### config.mk
export PLATFORM = sky130hd
export DESIGN_NAME = pbw_top
export DESIGN_NICKNAME = d
export VERILOG_FILES = /design/src/pbw_pkg.sv /design/src/pbw_top.sv /design/src/pbw_wdog.sv
export SDC_FILE = /design/constraint.sdc
export NUM_CORES = 1
export LEC_CHECK = 0
export BUFFER_PORTS_ARGS = -buffer_cell sky130_fd_sc_hd__buf_2
export CORE_UTILIZATION = 54
export DETAILED_ROUTE_END_ITERATION = 7
export PLACE_DENSITY = 0.85
export SLEW_MARGIN = 20
export SYNTH_ARGS = -nofsm -noshare
export SYNTH_HDL_FRONTEND = slang
export SYNTH_SLANG_ARGS = --single-unit
### constraint.sdc
create_clock -name clk_in -period 2.91 [get_ports clk_in]
set_input_delay 0.582 -clock clk_in [delete_from_list [all_inputs] [get_ports clk_in]]
set_output_delay 0.582 -clock clk_in [all_outputs]
set_load 0.01 [all_outputs]
### src/pbw_pkg.sv
// constants shared by the boost-stage and network watchdog outputs
package pbw_pkg;
   // output option codes
   localparam logic [7:0]  OPT_BOOST_STAGE = 8'h07;
   localparam logic [7:0]  OPT_NET_LOSS    = 8'h08;
   // percent values carried as tenths of a percent, 0..1000
   localparam int          PCT_W           = 10;
   localparam logic [9:0]  PCT_FULL_SCALE  = 10'h3e8;
   // communication error response selection codes
   localparam logic [1:0]  RESP_TRIP       = 2'h0;
   localparam logic [1:0]  RESP_DECEL_TRIP = 2'h1;
   localparam logic [1:0]  RESP_NONE       = 2'h2;
   localparam logic [1:0]  RESP_COAST      = 2'h3;
   // trip code reported on a network time-out
   localparam logic [7:0]  COMM_TRIP_CODE  = 8'h60;
   // watchdog timebase: one tick per millisecond at 200 MHz
   localparam int          CLK_PERIOD_PS   = 5000;
   localparam int          TICK_TIME_US    = 1000;
   localparam int          TICK_CYCLES     = TICK_TIME_US * 1000000
                                             / CLK_PERIOD_PS;
   localparam int          TICK_W          = 18;
   localparam int          PERIOD_W        = 16;
   localparam logic [PERIOD_W-1:0] PERIOD_RST = 16'h0000;
endpackage : pbw_pkg

### src/pbw_top.sv
// boost-stage hysteresis output and network-loss watchdog output
//
// Notes on behaviour
// - boost on in run with pv below low
// - boost off when pv rises above high
// - boost off on run to stop change
// - between limits boost keeps previous state
// - setpoint and limits compared in percent units
// - limits give no alarm; boost is no alarm
// - net-loss output on silence past a nonzero watchdog period
// - net-loss stays off while frames refresh watchdog
// - time-out response: trip code, decel or coast
`timescale 1ns/10ps
module pbw_top #(
   parameter int TICK_CYCLES = pbw_pkg::TICK_CYCLES
) (
   input  wire logic                          clk_in,
   input  wire logic                          rst_b_in,
   input  wire logic                          ce_in,
   input  wire logic [7:0]                    out_option_in,
   input  wire logic                          run_mode_in,
   input  wire logic [pbw_pkg::PCT_W-1:0]     process_variable_in,
   input  wire logic [pbw_pkg::PCT_W-1:0]     setpoint_value_in,
   input  wire logic [pbw_pkg::PCT_W-1:0]     pv_high_limit_in,
   input  wire logic [pbw_pkg::PCT_W-1:0]     pv_low_limit_in,
   input  wire logic                          net_ctrl_active_in,
   input  wire logic                          frame_ok_in,
   input  wire logic [1:0]                    comm_error_response_sel_in,
   input  wire logic [pbw_pkg::PERIOD_W-1:0]  comm_timeout_period_in,
   input  wire logic                          trip_reset_in,
   output      logic                          boost_stage_out,
   output      logic                          net_loss_out,
   output      logic                          term_out,
   output      logic                          comm_trip_out,
   output      logic [7:0]                    trip_code_out,
   output      logic                          decel_stop_out,
   output      logic                          coast_stop_out,
   output      logic                          sp_above_pv_out
);
   // one-hot codes let each output pin be a single state flip-flop
   typedef enum logic [1:0] {
      BOOST_IDLE   = 2'b01,
      BOOST_ACTIVE = 2'b10
   } pbw_boost_t;

   typedef enum logic [1:0] {
      NET_HEALTHY = 2'b01,
      NET_LOST    = 2'b10
   } pbw_net_t;

   typedef struct packed {
      logic       run;
      pbw_boost_t boost;
      pbw_net_t   net;
      logic       term;
      logic       trip;
      logic [7:0] code;
      logic       decel;
      logic       coast;
      logic       sp_above;
   } pbw_st_t;

   // reset lands in legal one-hot codes, not all zeros
   localparam pbw_st_t ST_RST = '{
      run:      1'b0,
      boost:    BOOST_IDLE,
      net:      NET_HEALTHY,
      term:     1'b0,
      trip:     1'b0,
      code:     8'h00,
      decel:    1'b0,
      coast:    1'b0,
      sp_above: 1'b0
   };

   pbw_st_t s_q;
   pbw_st_t s_d;
   logic    wd_expired;
   logic    pv_low;
   logic    pv_high;
   logic    run_to_stop;
   logic    loss_rise;
   logic    resp_clear;

   pbw_wdog #(
      .TICK_CYCLES (TICK_CYCLES)
   ) u_wdog (
      .clk_in       (clk_in),
      .rst_b_in     (rst_b_in),
      .ce_in        (ce_in),
      .active_in    (net_ctrl_active_in),
      .frame_ok_in  (frame_ok_in),
      .period_ms_in (comm_timeout_period_in),
      .expired_out  (wd_expired)
   );

   // all three quantities share one percent scale, so plain compares
   assign pv_low      = process_variable_in < pv_low_limit_in;
   assign pv_high     = process_variable_in > pv_high_limit_in;
   // run is registered so that the run to stop change can be seen
   assign run_to_stop = s_q.run && !run_mode_in;
   assign loss_rise   = wd_expired && (s_q.net == NET_HEALTHY);
   // an expiry still pending keeps the response until the link is back
   assign resp_clear  = trip_reset_in && !wd_expired;

   always_comb
   begin
      s_d          = s_q;
      s_d.run      = run_mode_in;
      s_d.sp_above = setpoint_value_in > process_variable_in;

      // hysteresis: inside the band the state is left alone
      case (s_q.boost)
         BOOST_IDLE:
         begin
            if (run_mode_in && pv_low)
            begin
               s_d.boost = BOOST_ACTIVE;
            end
         end
         BOOST_ACTIVE:
         begin
            // leaving run clears boost whatever the pv level
            if (run_to_stop || !run_mode_in)
            begin
               s_d.boost = BOOST_IDLE;
            end
            else if (pv_high && !pv_low)
            begin
               s_d.boost = BOOST_IDLE;
            end
         end
         default:
         begin
            s_d.boost = BOOST_IDLE;
         end
      endcase

      // net loss follows the watchdog; the response latches on its rise
      case (s_q.net)
         NET_HEALTHY:
         begin
            if (wd_expired)
            begin
               s_d.net = NET_LOST;
            end
         end
         NET_LOST:
         begin
            if (!wd_expired)
            begin
               s_d.net = NET_HEALTHY;
            end
         end
         default:
         begin
            s_d.net = NET_HEALTHY;
         end
      endcase

      // time-out reaction latches until cleared by trip reset
      if (resp_clear)
      begin
         s_d.trip  = 1'b0;
         s_d.code  = 8'h00;
         s_d.decel = 1'b0;
         s_d.coast = 1'b0;
      end
      // set placed after the clear so a new time-out always wins
      if (loss_rise)
      begin
         case (comm_error_response_sel_in)
            pbw_pkg::RESP_TRIP:
            begin
               s_d.trip  = 1'b1;
               s_d.code  = pbw_pkg::COMM_TRIP_CODE;
               s_d.coast = 1'b1;
            end
            pbw_pkg::RESP_DECEL_TRIP:
            begin
               s_d.trip  = 1'b1;
               s_d.code  = pbw_pkg::COMM_TRIP_CODE;
               s_d.decel = 1'b1;
            end
            pbw_pkg::RESP_COAST:
            begin
               s_d.coast = 1'b1;
            end
            default:
            begin
               // no-action selection: only the loss output, and the terminal under its option code, report it
               s_d.trip = s_q.trip;
            end
         endcase
      end

      // terminal follows the function picked by its option code
      case (out_option_in)
         pbw_pkg::OPT_BOOST_STAGE:
         begin
            s_d.term = (s_d.boost == BOOST_ACTIVE);
         end
         pbw_pkg::OPT_NET_LOSS:
         begin
            s_d.term = (s_d.net == NET_LOST);
         end
         default:
         begin
            s_d.term = 1'b0;
         end
      endcase
   end

   always_ff @(posedge clk_in)
   begin
      if (!rst_b_in)
         s_q <= ST_RST;
      else if (ce_in)
         s_q <= s_d;
   end

   // boost drives the helper run input only, never an alarm
   assign boost_stage_out = s_q.boost[1];
   assign net_loss_out    = s_q.net[1];
   assign term_out        = s_q.term;
   assign comm_trip_out   = s_q.trip;
   assign trip_code_out   = s_q.code;
   assign decel_stop_out  = s_q.decel;
   assign coast_stop_out  = s_q.coast;
   assign sp_above_pv_out = s_q.sp_above;
endmodule : pbw_top

### src/pbw_wdog.sv
// network activity watchdog timer, millisecond resolution
`timescale 1ns/10ps
module pbw_wdog #(
   parameter int TICK_CYCLES = pbw_pkg::TICK_CYCLES
) (
   input  wire logic                          clk_in,
   input  wire logic                          rst_b_in,
   input  wire logic                          ce_in,
   input  wire logic                          active_in,
   input  wire logic                          frame_ok_in,
   input  wire logic [pbw_pkg::PERIOD_W-1:0]  period_ms_in,
   output      logic                          expired_out
);
   typedef struct packed {
      logic [pbw_pkg::TICK_W-1:0]   tick;
      logic [pbw_pkg::PERIOD_W-1:0] ms;
      logic                         expired;
   } pbw_wdog_st_t;

   pbw_wdog_st_t s_q;
   pbw_wdog_st_t s_d;

   always_comb
   begin
      s_d = s_q;
      if (!active_in || frame_ok_in)
      begin
         // a good frame restarts the count from zero
         s_d.tick    = '0;
         s_d.ms      = '0;
         s_d.expired = 1'b0;
      end
      else if (!s_q.expired)
      begin
         if (s_q.tick == pbw_pkg::TICK_W'(TICK_CYCLES - 1))
         begin
            s_d.tick = '0;
            s_d.ms   = s_q.ms + 1'b1;
         end
         else
            s_d.tick = s_q.tick + 1'b1;
         // silence longer than a nonzero period expires the watchdog; a period of zero never expires
         if (period_ms_in != '0 && s_q.ms >= period_ms_in)
            s_d.expired = 1'b1;
      end
   end

   always_ff @(posedge clk_in)
   begin
      if (!rst_b_in)
         s_q <= '0;
      else if (ce_in)
         s_q <= s_d;
   end

   assign expired_out = s_q.expired;
endmodule : pbw_wdog
==> impl_metrics.yaml, run 1 <==
run_status:
  status: "finished, violations left"
  failed_checks: "design-rule violations"
global_route:
  grt_pass1_wl_um: 13600
  antenna_found_initial: 0
  grt_pass1_vias: 3337
  grt_overflow: 0
  grt_max_degree: 18
  grt.total_usage: 0.228
detailed_routing:
  vias_per_cell: 5.49
  wire_per_inst_um: 12.7
  drt_wl_total_um: 7750
  drt_first_pass_iters: 6
  drt_iter0_markers: 141
  drc: 18
  wl_met3_um: 477
  wl_met2_um: 3730
  m1WireLength_um: 3400
  dr_total_vias: 3336
  ant_nets: 0
  top_layer: "met4"
critical_path:
  setup.worst_path.start_class: "input pin"
  crit_path_end_kind: "register"
  path_max_fanout: 3
  cp_num_buf_inv: 1
  crit_arrival_ns: 2.47
  path_cells: "buf_2 -> ha_1 -> a211oi_1 -> nor2_1 -> o41a_1 -> a211oi_1 -> o31ai_1 -> a311oi_1"
  crit_type: "input pin to register"
  path_delay_family: "compound AO/OA/AOI/OAI gates"
  cpMostUsedCell: "a211oi_1"
  worst_path_max_delay_cell: "o41a_1"
  cp.required_ns: 3.13
  critPathMaxStageDelay_ns: 0.43
placed_design:
  placedCellCount: 601
  hpwlAfterDp_um: 6220
  place_area_um2: 4110
  portBuffers: 87
  globalplace.congestion: 0.864
yosys:
  synth_cell_types: 49
  synth-simple-area-share: 0.238
  synth_top_family_by_area: "simple AND/OR/NAND/NOR gates"
  syn_nets: 577
  async_reset_ff_frac: 0
  synthAdderAreaFrac: 0.185
  syn-cell-area_um2: 3650
  synth-compound-area-share: 0.134
  synth-edff-count: 0
  synth_mux_area_frac: 0
  ys.flop_type: "dfxtp_1"
  synth-xor-area-share: 0.0720
  ys_seq_area_frac: 0.285
  syn-mean-instance-area_um2: 8.11
  synth-seq-cells: 52
  synth_warnings: 0
  syn_inst: 450
final_layout:
  final_cell_area_um2: 4240
  nFillCells: 553
  flow.area_growth_from_synthesis_pct: 16.2
  multi_input_area_um2: 2300
  drive_above_1_share: 0.194
  final_util: 0.660
  fin_nets: 658
  regArea_um2: 1040
  num_antenna_cells: 0
  final-instance-count-excl-fill: 608
sta:
  finalCritPeriodShare: 0.772
  fin_worst_skew_ns: 0.00310
  slew_headroom: 0.619
  rsz0062_at_grt: "no"
  report.final.slew_viol_count: 0
  period_needed_ns: 2.25
  setup_viol: 0
  setup-tns-final_ns: 0
  max_freq_mhz: 445
  worst_pin_slew_ns: 0.570
  finalHoldViolCount: 0
cts:
  htreeDepth: 2
  ctsHoldBuffers: 0
  tritoncts: "yes"
  clock_sinks: 52
  cts_root_buffer: "clkbuf_8"
  clkLatencyLatePin_ns: 0.31
  clockBufferDepth: 2
  cts.clk_slew.worst_paths_ns: 0.09
  numCtsBuffers: 5
  ctsResizeCount: 0
  cts_setup_buffers: 0
pwr:
  p_leak_uw: 0.00210
  power.density_nw_per_um2: 365
  ir_drop_uv: 218
min_path:
  hold_path.class: "register to register"
die:
  die_y_um: 84.2
  initial_utilization: 0.568
  ios: 88
  num_rows: 29
  core_um2: 6420
  die_w_um: 84.2
  die_area_um2: 7090
job:
  max_cap_viol_count: 0
## flip-flops by register name, indices dropped and copies added (netlist names)
name and count:
boost_stage_out 1, term_out 1, coast_stop_out 1, net_loss_out 1, u_wdog.s_q 34, u_wdog.expired_out 1, decel_stop_out 1, s_q 2
comm_trip_out 1, trip_code_out 8, sp_above_pv_out 1
## path summary, 6_finish.rpt
path / startpoint / to / slack (ns) / cells past startpoint
worst max-delay path: process_variable_in[7] / term_out$_SDFFE_PN0P_ / 0.66 / 8
worst min-delay path: trip_code_out[2]$_SDFFE_PN0P_ / trip_code_out[2]$_SDFFE_PN0P_ / 0.46 / 1
worst max register to register: u_wdog.s_q[23]$_SDFFE_PN0P_ / u_wdog.s_q[34]$_SDFFE_PN0P_ / 0.71 / 5
worst min register to register: trip_code_out[2]$_SDFFE_PN0P_ / trip_code_out[2]$_SDFFE_PN0P_ / 0.46 / 1
## final cells by class
cell class | count | area share
Timing Repair Buffer | 90 | 0.108
Clock inverter | 2 | 0.0142
Sequential cell | 52 | 0.245
Multi-Input combinational cell | 323 | 0.541
Inverter | 59 | 0.0522
Tap cell | 77 | 0.0227
Clock buffer | 5 | 0.0162
## layout by cell type, fill, tap and decap left out, types with 8 or more instances in the layout
| cell | instances |
|---|---|
| nand2_1 | 32 |
| a21oi_1 | 19 |
| dfxtp_1 | 52 |
| xnor2_1 | 8 |
| o21ai_0 | 15 |
| inv_1 | 59 |
| nand3_1 | 22 |
| and2_1 | 10 |
| xor2_1 | 22 |
| nor2_1 | 50 |
| ha_1 | 54 |
| nand4_1 | 15 |
| buf_2 | 87 |
## cells in the mapped netlist (all sizes together), types with 3 or more instances
cell / instances / area [um^2]
nand3: 22 / 110
dfxtp: 52 / 1040
nand2: 32 / 120
xor2: 22 / 193
nor3: 5 / 47.5
a21o: 7 / 52.6
o21ai: 15 / 75.1
clkbuf: 7 / 26.3
nand2b: 5 / 31.3
xnor2: 8 / 70.1
and2: 10 / 62.6
nor4: 6 / 52.6
a21boi: 4 / 30.0
nor2: 50 / 188
and3: 5 / 31.3
ha: 54 / 676
and4: 3 / 26.3
a211oi: 7 / 52.6
buf: 9 / 65.1
inv: 59 / 221
nand4: 15 / 93.8
a21oi: 19 / 95.1
nor2b: 6 / 37.5
## worst register-to-register path, cell delays in order, from the launching register on
cell,delay (ns)
dfxtp_1,0.36
or4b_4,0.56
nor4_4,0.33
a31oi_4,0.21
nand2_1,0.49
nor2_1,0.12
## cell families after synthesis
| family | count (synthesis) |
|---|---|
| AO/OA/AOI/OAI | 73 |
| XOR/XNOR | 30 |
| adder cells (fa/ha/maj) | 54 |
| buffers and inverters | 75 |
| AND/OR/NAND/NOR | 166 |
| flip-flops | 52 |
## per-layer routing
layer,vias to the layer above,track usage
li1,1700,-
met1,1523,0.265
met2,98,0.417
met3,15,0.0423
met4,0,0.0831
met5,-,0
## power breakdown
group	leakage, uW	switching, uW	total [uW]	internal, uW
combinational	0.00161	135	251	116
clock	0.0000642	235	574	338
sequential	0.000419	7.46	724	717
## per-stage QoR
stage	total power [uW]	setup slack [ns]	hold WS (ns)
floorplan	890	0.693	0.431
global placement	976	0.486	0.436
detailed placement	990	0.392	0.438
CTS	1560	0.663	0.466
global route	1620	0.530	0.493
finish	1550	0.663	0.460
Note: power is estimated with default switching activity, not from simulation.
==> run 2, diff against run 1 <==
- CORE_UTILIZATION: 54 -> 49
- PLACE_DENSITY: 0.85 -> 0.82
- clock period: 2.91 -> 1.9 ns (I/O delays scaled with it)
==> impl_metrics.yaml, run 2 (synthesized netlist as in run 1, its figures left out) <==
final_layout:
  largest_reg_flops: 34
  fin_nets: 686
  regMostFlops: "u_wdog.s_q"
  flow.area_growth_from_synthesis_pct: 23.9
  final_common_cell: "buf_2"
  num_antenna_cells: 0
  final_cell_mix: "buf_2, inv_1, ha_1"
  drive_above_1_share: 0.255
  nFillCells: 626
  final-instance-count-excl-fill: 659
pwr:
  p_leak_uw: 0.00225
  power_uw: 2330
  ir_drop_uv: 260
  power.density_nw_per_um2: 515
sta:
  period_needed_ns: 1.95
  finalCritPeriodShare: 1.02
  setup_viol: 8
  fin_ws_ns: -0.0458
  rsz0062_at_grt: "yes"
  finalHoldViolCount: 0
  max_freq_mhz: 514
  slew_headroom: 0.739
  worst_pin_slew_ns: 0.387
  fin_worst_skew_ns: 0.00837
  report.final.slew_viol_count: 0
cts:
  cts_root_buffer: "clkbuf_8"
  clkLatencyLatePin_ns: 0.30
  clockBufferDepth: 2
  cts.clk_slew.worst_paths_ns: 0.09
  htreeDepth: 2
  clock_sinks: 52
  ctsHoldBuffers: 0
  tritoncts: "yes"
  numCtsBuffers: 5
die:
  num_rows: 31
  initial_utilization: 0.506
  die_area_um2: 7800
  die_y_um: 88.3
  core_um2: 7210
  ios: 88
  die_w_um: 88.3
detailed_routing:
  drt_first_pass_iters: 4
  drt_wl_total_um: 7870
  dr_total_vias: 3413
  drc: 0
  ant_nets: 0
  wire_per_inst_um: 11.9
  vias_per_cell: 5.18
  drt_iter0_markers: 100
global_route:
  grt_pass1_wl_um: 13000
  antenna_found_initial: 0
  grt_pass1_vias: 3243
  grt_max_degree: 18
  grt.total_usage: 0.209
  grt_overflow: 0
placed_design:
  portBuffers: 87
  placedCellCount: 649
  hpwlAfterDp_um: 6480
  globalplace.congestion: 0.924
min_path:
  hold_path.class: "input pin to register"
  whs_path_depth: 2
  hp-start: "rst_b_in"
  holdPathEnd: "s_q[13]$_SDFFE_PN1P_"
critical_path:
  r2r_end: "u_wdog.s_q[6]$_SDFFE_PN0P_"
  setup.worst_path.start_class: "register"
  r2r_start: "u_wdog.s_q[24]$_SDFFE_PN0P_"
  cpMostUsedCell: "nor2_1"
  crit_start: "u_wdog.s_q[24]$_SDFFE_PN0P_"
  r2r_cells: 7
  worst_path_max_delay_cell: "or4b_4"
  path_cells: "or4b_4 -> nor4_4 -> a31oi_4 -> nor2_1 -> nand4_1 -> xor2_1 -> nor2_1"
  crit_arrival_ns: 2.15
  critPathMaxStageDelay_ns: 0.53
  cp.required_ns: 2.10
  r2r_setup_slack_ns: -0.05
  path_max_fanout: 7
  crit_type: "register to register"
  crit_path_end_kind: "register"
run_status:
  failed_checks: "negative setup slack"
  status: "finished, violations left"
job:
  max_cap_viol_count: 0
## run 2: changes by cell type in the layout (fill, tap and decap cells not counted), moves of 2 or more
cell      previous run  this run
dfxtp_1             52        50
buf_4                3        30
a211oi_2             0         3
a211oi_1             7         4
dfxtp_2              0         2
o21ai_1              0         2
o21ai_0             15        12
## run 2: stage by stage
step	instance area, um^2	setup TNS, ns	setup WS (ns)	hold slack [ns]	utilization
6_report	4520	-0.177	-0.0458	0.391	0.627
5_1_grt	4520	-2.43	-0.137	0.407	0.627
3_5_place_dp	4360	-1.44	-0.363	0.443	0.604
4_1_cts	4490	-0.226	-0.0459	0.385	0.623
3_3_place_gp	4360	-0.683	-0.213	0.436	0.604
2_1_floorplan	3660	-0.0496	-0.0251	0.431	-
## run 2: power breakdown
group | switching, uW | internal (uW) | leakage, uW
clock network | 365 | 431 | 0.0000614
registers | 12.7 | 1100 | 0.000420
logic | 217 | 204 | 0.00177
## run 2: metal layers
metal | wire [um] | GRT usage | vias up
met5 | 0 | 0 | -
met4 | 155 | 0.0821 | 0
met3 | 312 | 0.0354 | 13
met2 | 3950 | 0.391 | 86
met1 | 3450 | 0.234 | 1556
li1 | - | - | 1758
## run 2: final cells by class
type	count	area, um^2	share of cell area
clock inverter	2	38.8	0.00858
tap	99	124	0.0274
sequential	52	1040	0.231
clock buffer	6	82.6	0.0183
multi-input combinational	323	2330	0.515
timing repair buffer	118	681	0.151
inverter	59	221	0.0490
## run 2: worst max path at each step
stage / end / slack, ns
4_1_cts: u_wdog.s_q[16]$_SDFFE_PN0P_ / -0.05
2_1_floorplan: term_out$_SDFFE_PN0P_ / -0.03
5_1_grt: u_wdog.s_q[11]$_SDFFE_PN0P_ / -0.14
3_5_place_dp: term_out$_SDFFE_PN0P_ / -0.36
3_3_place_gp: term_out$_SDFFE_PN0P_ / -0.21
6_report: u_wdog.s_q[6]$_SDFFE_PN0P_ / -0.05
## run 2: timing repair
action                                  in CTS  in global routing
pin swaps                                    4                  8
resized for setup                            4                 10
endpoints found under the setup margin      29                 36
buffers inserted                             1                  1
## run 2: worst max-delay path: cells and delay by family (launching register included)
| kind | cells | cell delay [ns] |
|---|---|---|
| AO/OA/AOI/OAI | 1 | 0.20 |
| XOR/XNOR | 1 | 0.15 |
| flip-flops | 1 | 0.35 |
| AND/OR/NAND/NOR | 5 | 1.15 |
==> run 3, diff against run 2 <==
- RECOVER_POWER: default -> 100
==> impl_metrics.yaml, run 3 (synthesized netlist as in run 1, its figures left out) <==
cts:
  ctsHoldBuffers: 0
  tritoncts: "yes"
  clkLatencyLatePin_ns: 0.30
  cts.clk_slew.worst_paths_ns: 0.10
  htreeDepth: 2
  clock_sinks: 52
  numCtsBuffers: 5
  cts_root_buffer: "clkbuf_8"
  clockBufferDepth: 2
critical_path:
  path_max_fanout: 2
  r2r_cells: 7
  path_cells: "buf_2 -> ha_1 -> a211oi_2 -> nor2_1 -> o41a_1 -> a21oi_1 -> a2111oi_1 -> a311oi_1"
  crit_path_end_kind: "register"
  cp.depth: 8
  cp.required_ns: 2.12
  critPathMaxStageDelay_ns: 0.47
  cp_num_buf_inv: 1
  crit_type: "input pin to register"
  path_delay_family: "compound AO/OA/AOI/OAI gates"
  crit_arrival_ns: 2.17
  setup.worst_path.start_class: "input pin"
  worst_path_max_delay_cell: "o41a_1"
die:
  die_area_um2: 7800
  core_um2: 7210
  ios: 88
  initial_utilization: 0.506
  die_w_um: 88.3
  die_y_um: 88.3
  num_rows: 31
min_path:
  whs_path_depth: 2
  hold_path.class: "input pin to register"
detailed_routing:
  wl_met2_um: 3940
  wl_met3_um: 306
  vias_per_cell: 5.18
  dr_total_vias: 3414
  drt_iter0_markers: 108
  top_layer: "met4"
  ant_nets: 0
  drt_first_pass_iters: 4
  m1WireLength_um: 3470
  drc: 0
  drt_wl_total_um: 7890
  wire_per_inst_um: 12.0
sta:
  timing.hold.ws_ns: 0.386
  slew_headroom: 0.751
  setup_viol: 9
  fin_worst_skew_ns: 0.00874
  rsz0062_at_grt: "yes"
  worst_pin_slew_ns: 0.369
  fin_ws_ns: -0.0498
  report.final.slew_viol_count: 0
  finalCritPeriodShare: 1.03
  period_needed_ns: 1.95
  finalHoldViolCount: 0
  max_freq_mhz: 513
global_route:
  grt_max_degree: 18
  grt_pass1_vias: 3243
  grt_pass1_wl_um: 13000
  grt.total_usage: 0.209
  antenna_found_initial: 0
  grt_overflow: 0
final_layout:
  final_common_cell: "buf_2"
  fin_nets: 686
  num_antenna_cells: 0
  largest_reg_flops: 34
  flow.area_growth_from_synthesis_pct: 23.1
  multi_input_area_um2: 2320
  nFillCells: 634
  final_cell_area_um2: 4490
  regMostFlops: "u_wdog.s_q"
  final_cell_mix: "buf_2, inv_1, ha_1"
  final-instance-count-excl-fill: 659
  drive_above_1_share: 0.223
  regArea_um2: 1040
run_status:
  status: "finished, violations left"
  failed_checks: "negative setup slack"
pwr:
  power.density_nw_per_um2: 517
  p_leak_uw: 0.00218
  ir_drop_uv: 260
placed_design:
  placedCellCount: 649
  portBuffers: 87
  hpwlAfterDp_um: 6480
  globalplace.congestion: 0.924
  place_area_um2: 4360
job:
  max_cap_viol_count: 0
## run 3: worst reg2reg max path, delay by kind of cell (launching register included)
kind | cells | cell delay [ns]
flops | 1 | 0.35
compound gates | 1 | 0.20
simple gates | 5 | 1.15
xor+xnor | 1 | 0.15
## run 3: per-stage QoR
| step | util | setup TNS [ns] | setup WS (ns) | total power [uW] |
|---|---|---|---|---|
| after floorplan | - | -0.0496 | -0.0251 | 1370 |
| after global placement | 0.604 | -0.683 | -0.213 | 1520 |
| after detailed placement | 0.604 | -1.44 | -0.363 | 1550 |
| after CTS | 0.623 | -0.226 | -0.0459 | 2340 |
| after global routing | 0.623 | -2.46 | -0.137 | 2440 |
| final | 0.623 | -0.225 | -0.0498 | 2330 |
## run 3: timing repair
action / in CTS / in global routing
setup buffers: 1 / 1
setup endpoints to repair: 29 / 36
pin swaps: 4 / 8
resized for setup: 4 / 10
## run 3: worst paths after layout
check | startpoint | slack, ns | to
hold reg to reg | trip_code_out[5]$_SDFFE_PN0P_ | 0.47 | trip_code_out[5]$_SDFFE_PN0P_
setup / recovery | process_variable_in[7] | -0.05 | term_out$_SDFFE_PN0P_
setup reg to reg | u_wdog.s_q[24]$_SDFFE_PN0P_ | -0.05 | u_wdog.s_q[6]$_SDFFE_PN0P_
hold / removal | rst_b_in | 0.39 | s_q[15]$_SDFFE_PN1P_
## run 3: power breakdown
| group | internal, uW | leakage (uW) | total (uW) | switching, uW |
|---|---|---|---|---|
| combinational | 203 | 0.00169 | 419 | 216 |
| sequential | 1100 | 0.000420 | 1110 | 12.8 |
| clock | 431 | 0.0000614 | 796 | 365 |
| total | 1730 | 0.00218 | 2330 | 594 |
## run 3: area by class of cell
class                      instances  share of cell area
tap                               99              0.0276
timing repair buffer             118               0.147
clock inverter                     2             0.00863
inverter                          59              0.0493
clock buffer                       6              0.0184
multi-input combinational        323               0.517
sequential                        52               0.232
## run 3: layer usage
metal,vias up,GRT usage
met5,-,0
met4,0,0.0821
met3,15,0.0354
met2,84,0.391
met1,1556,0.234
li1,1759,-
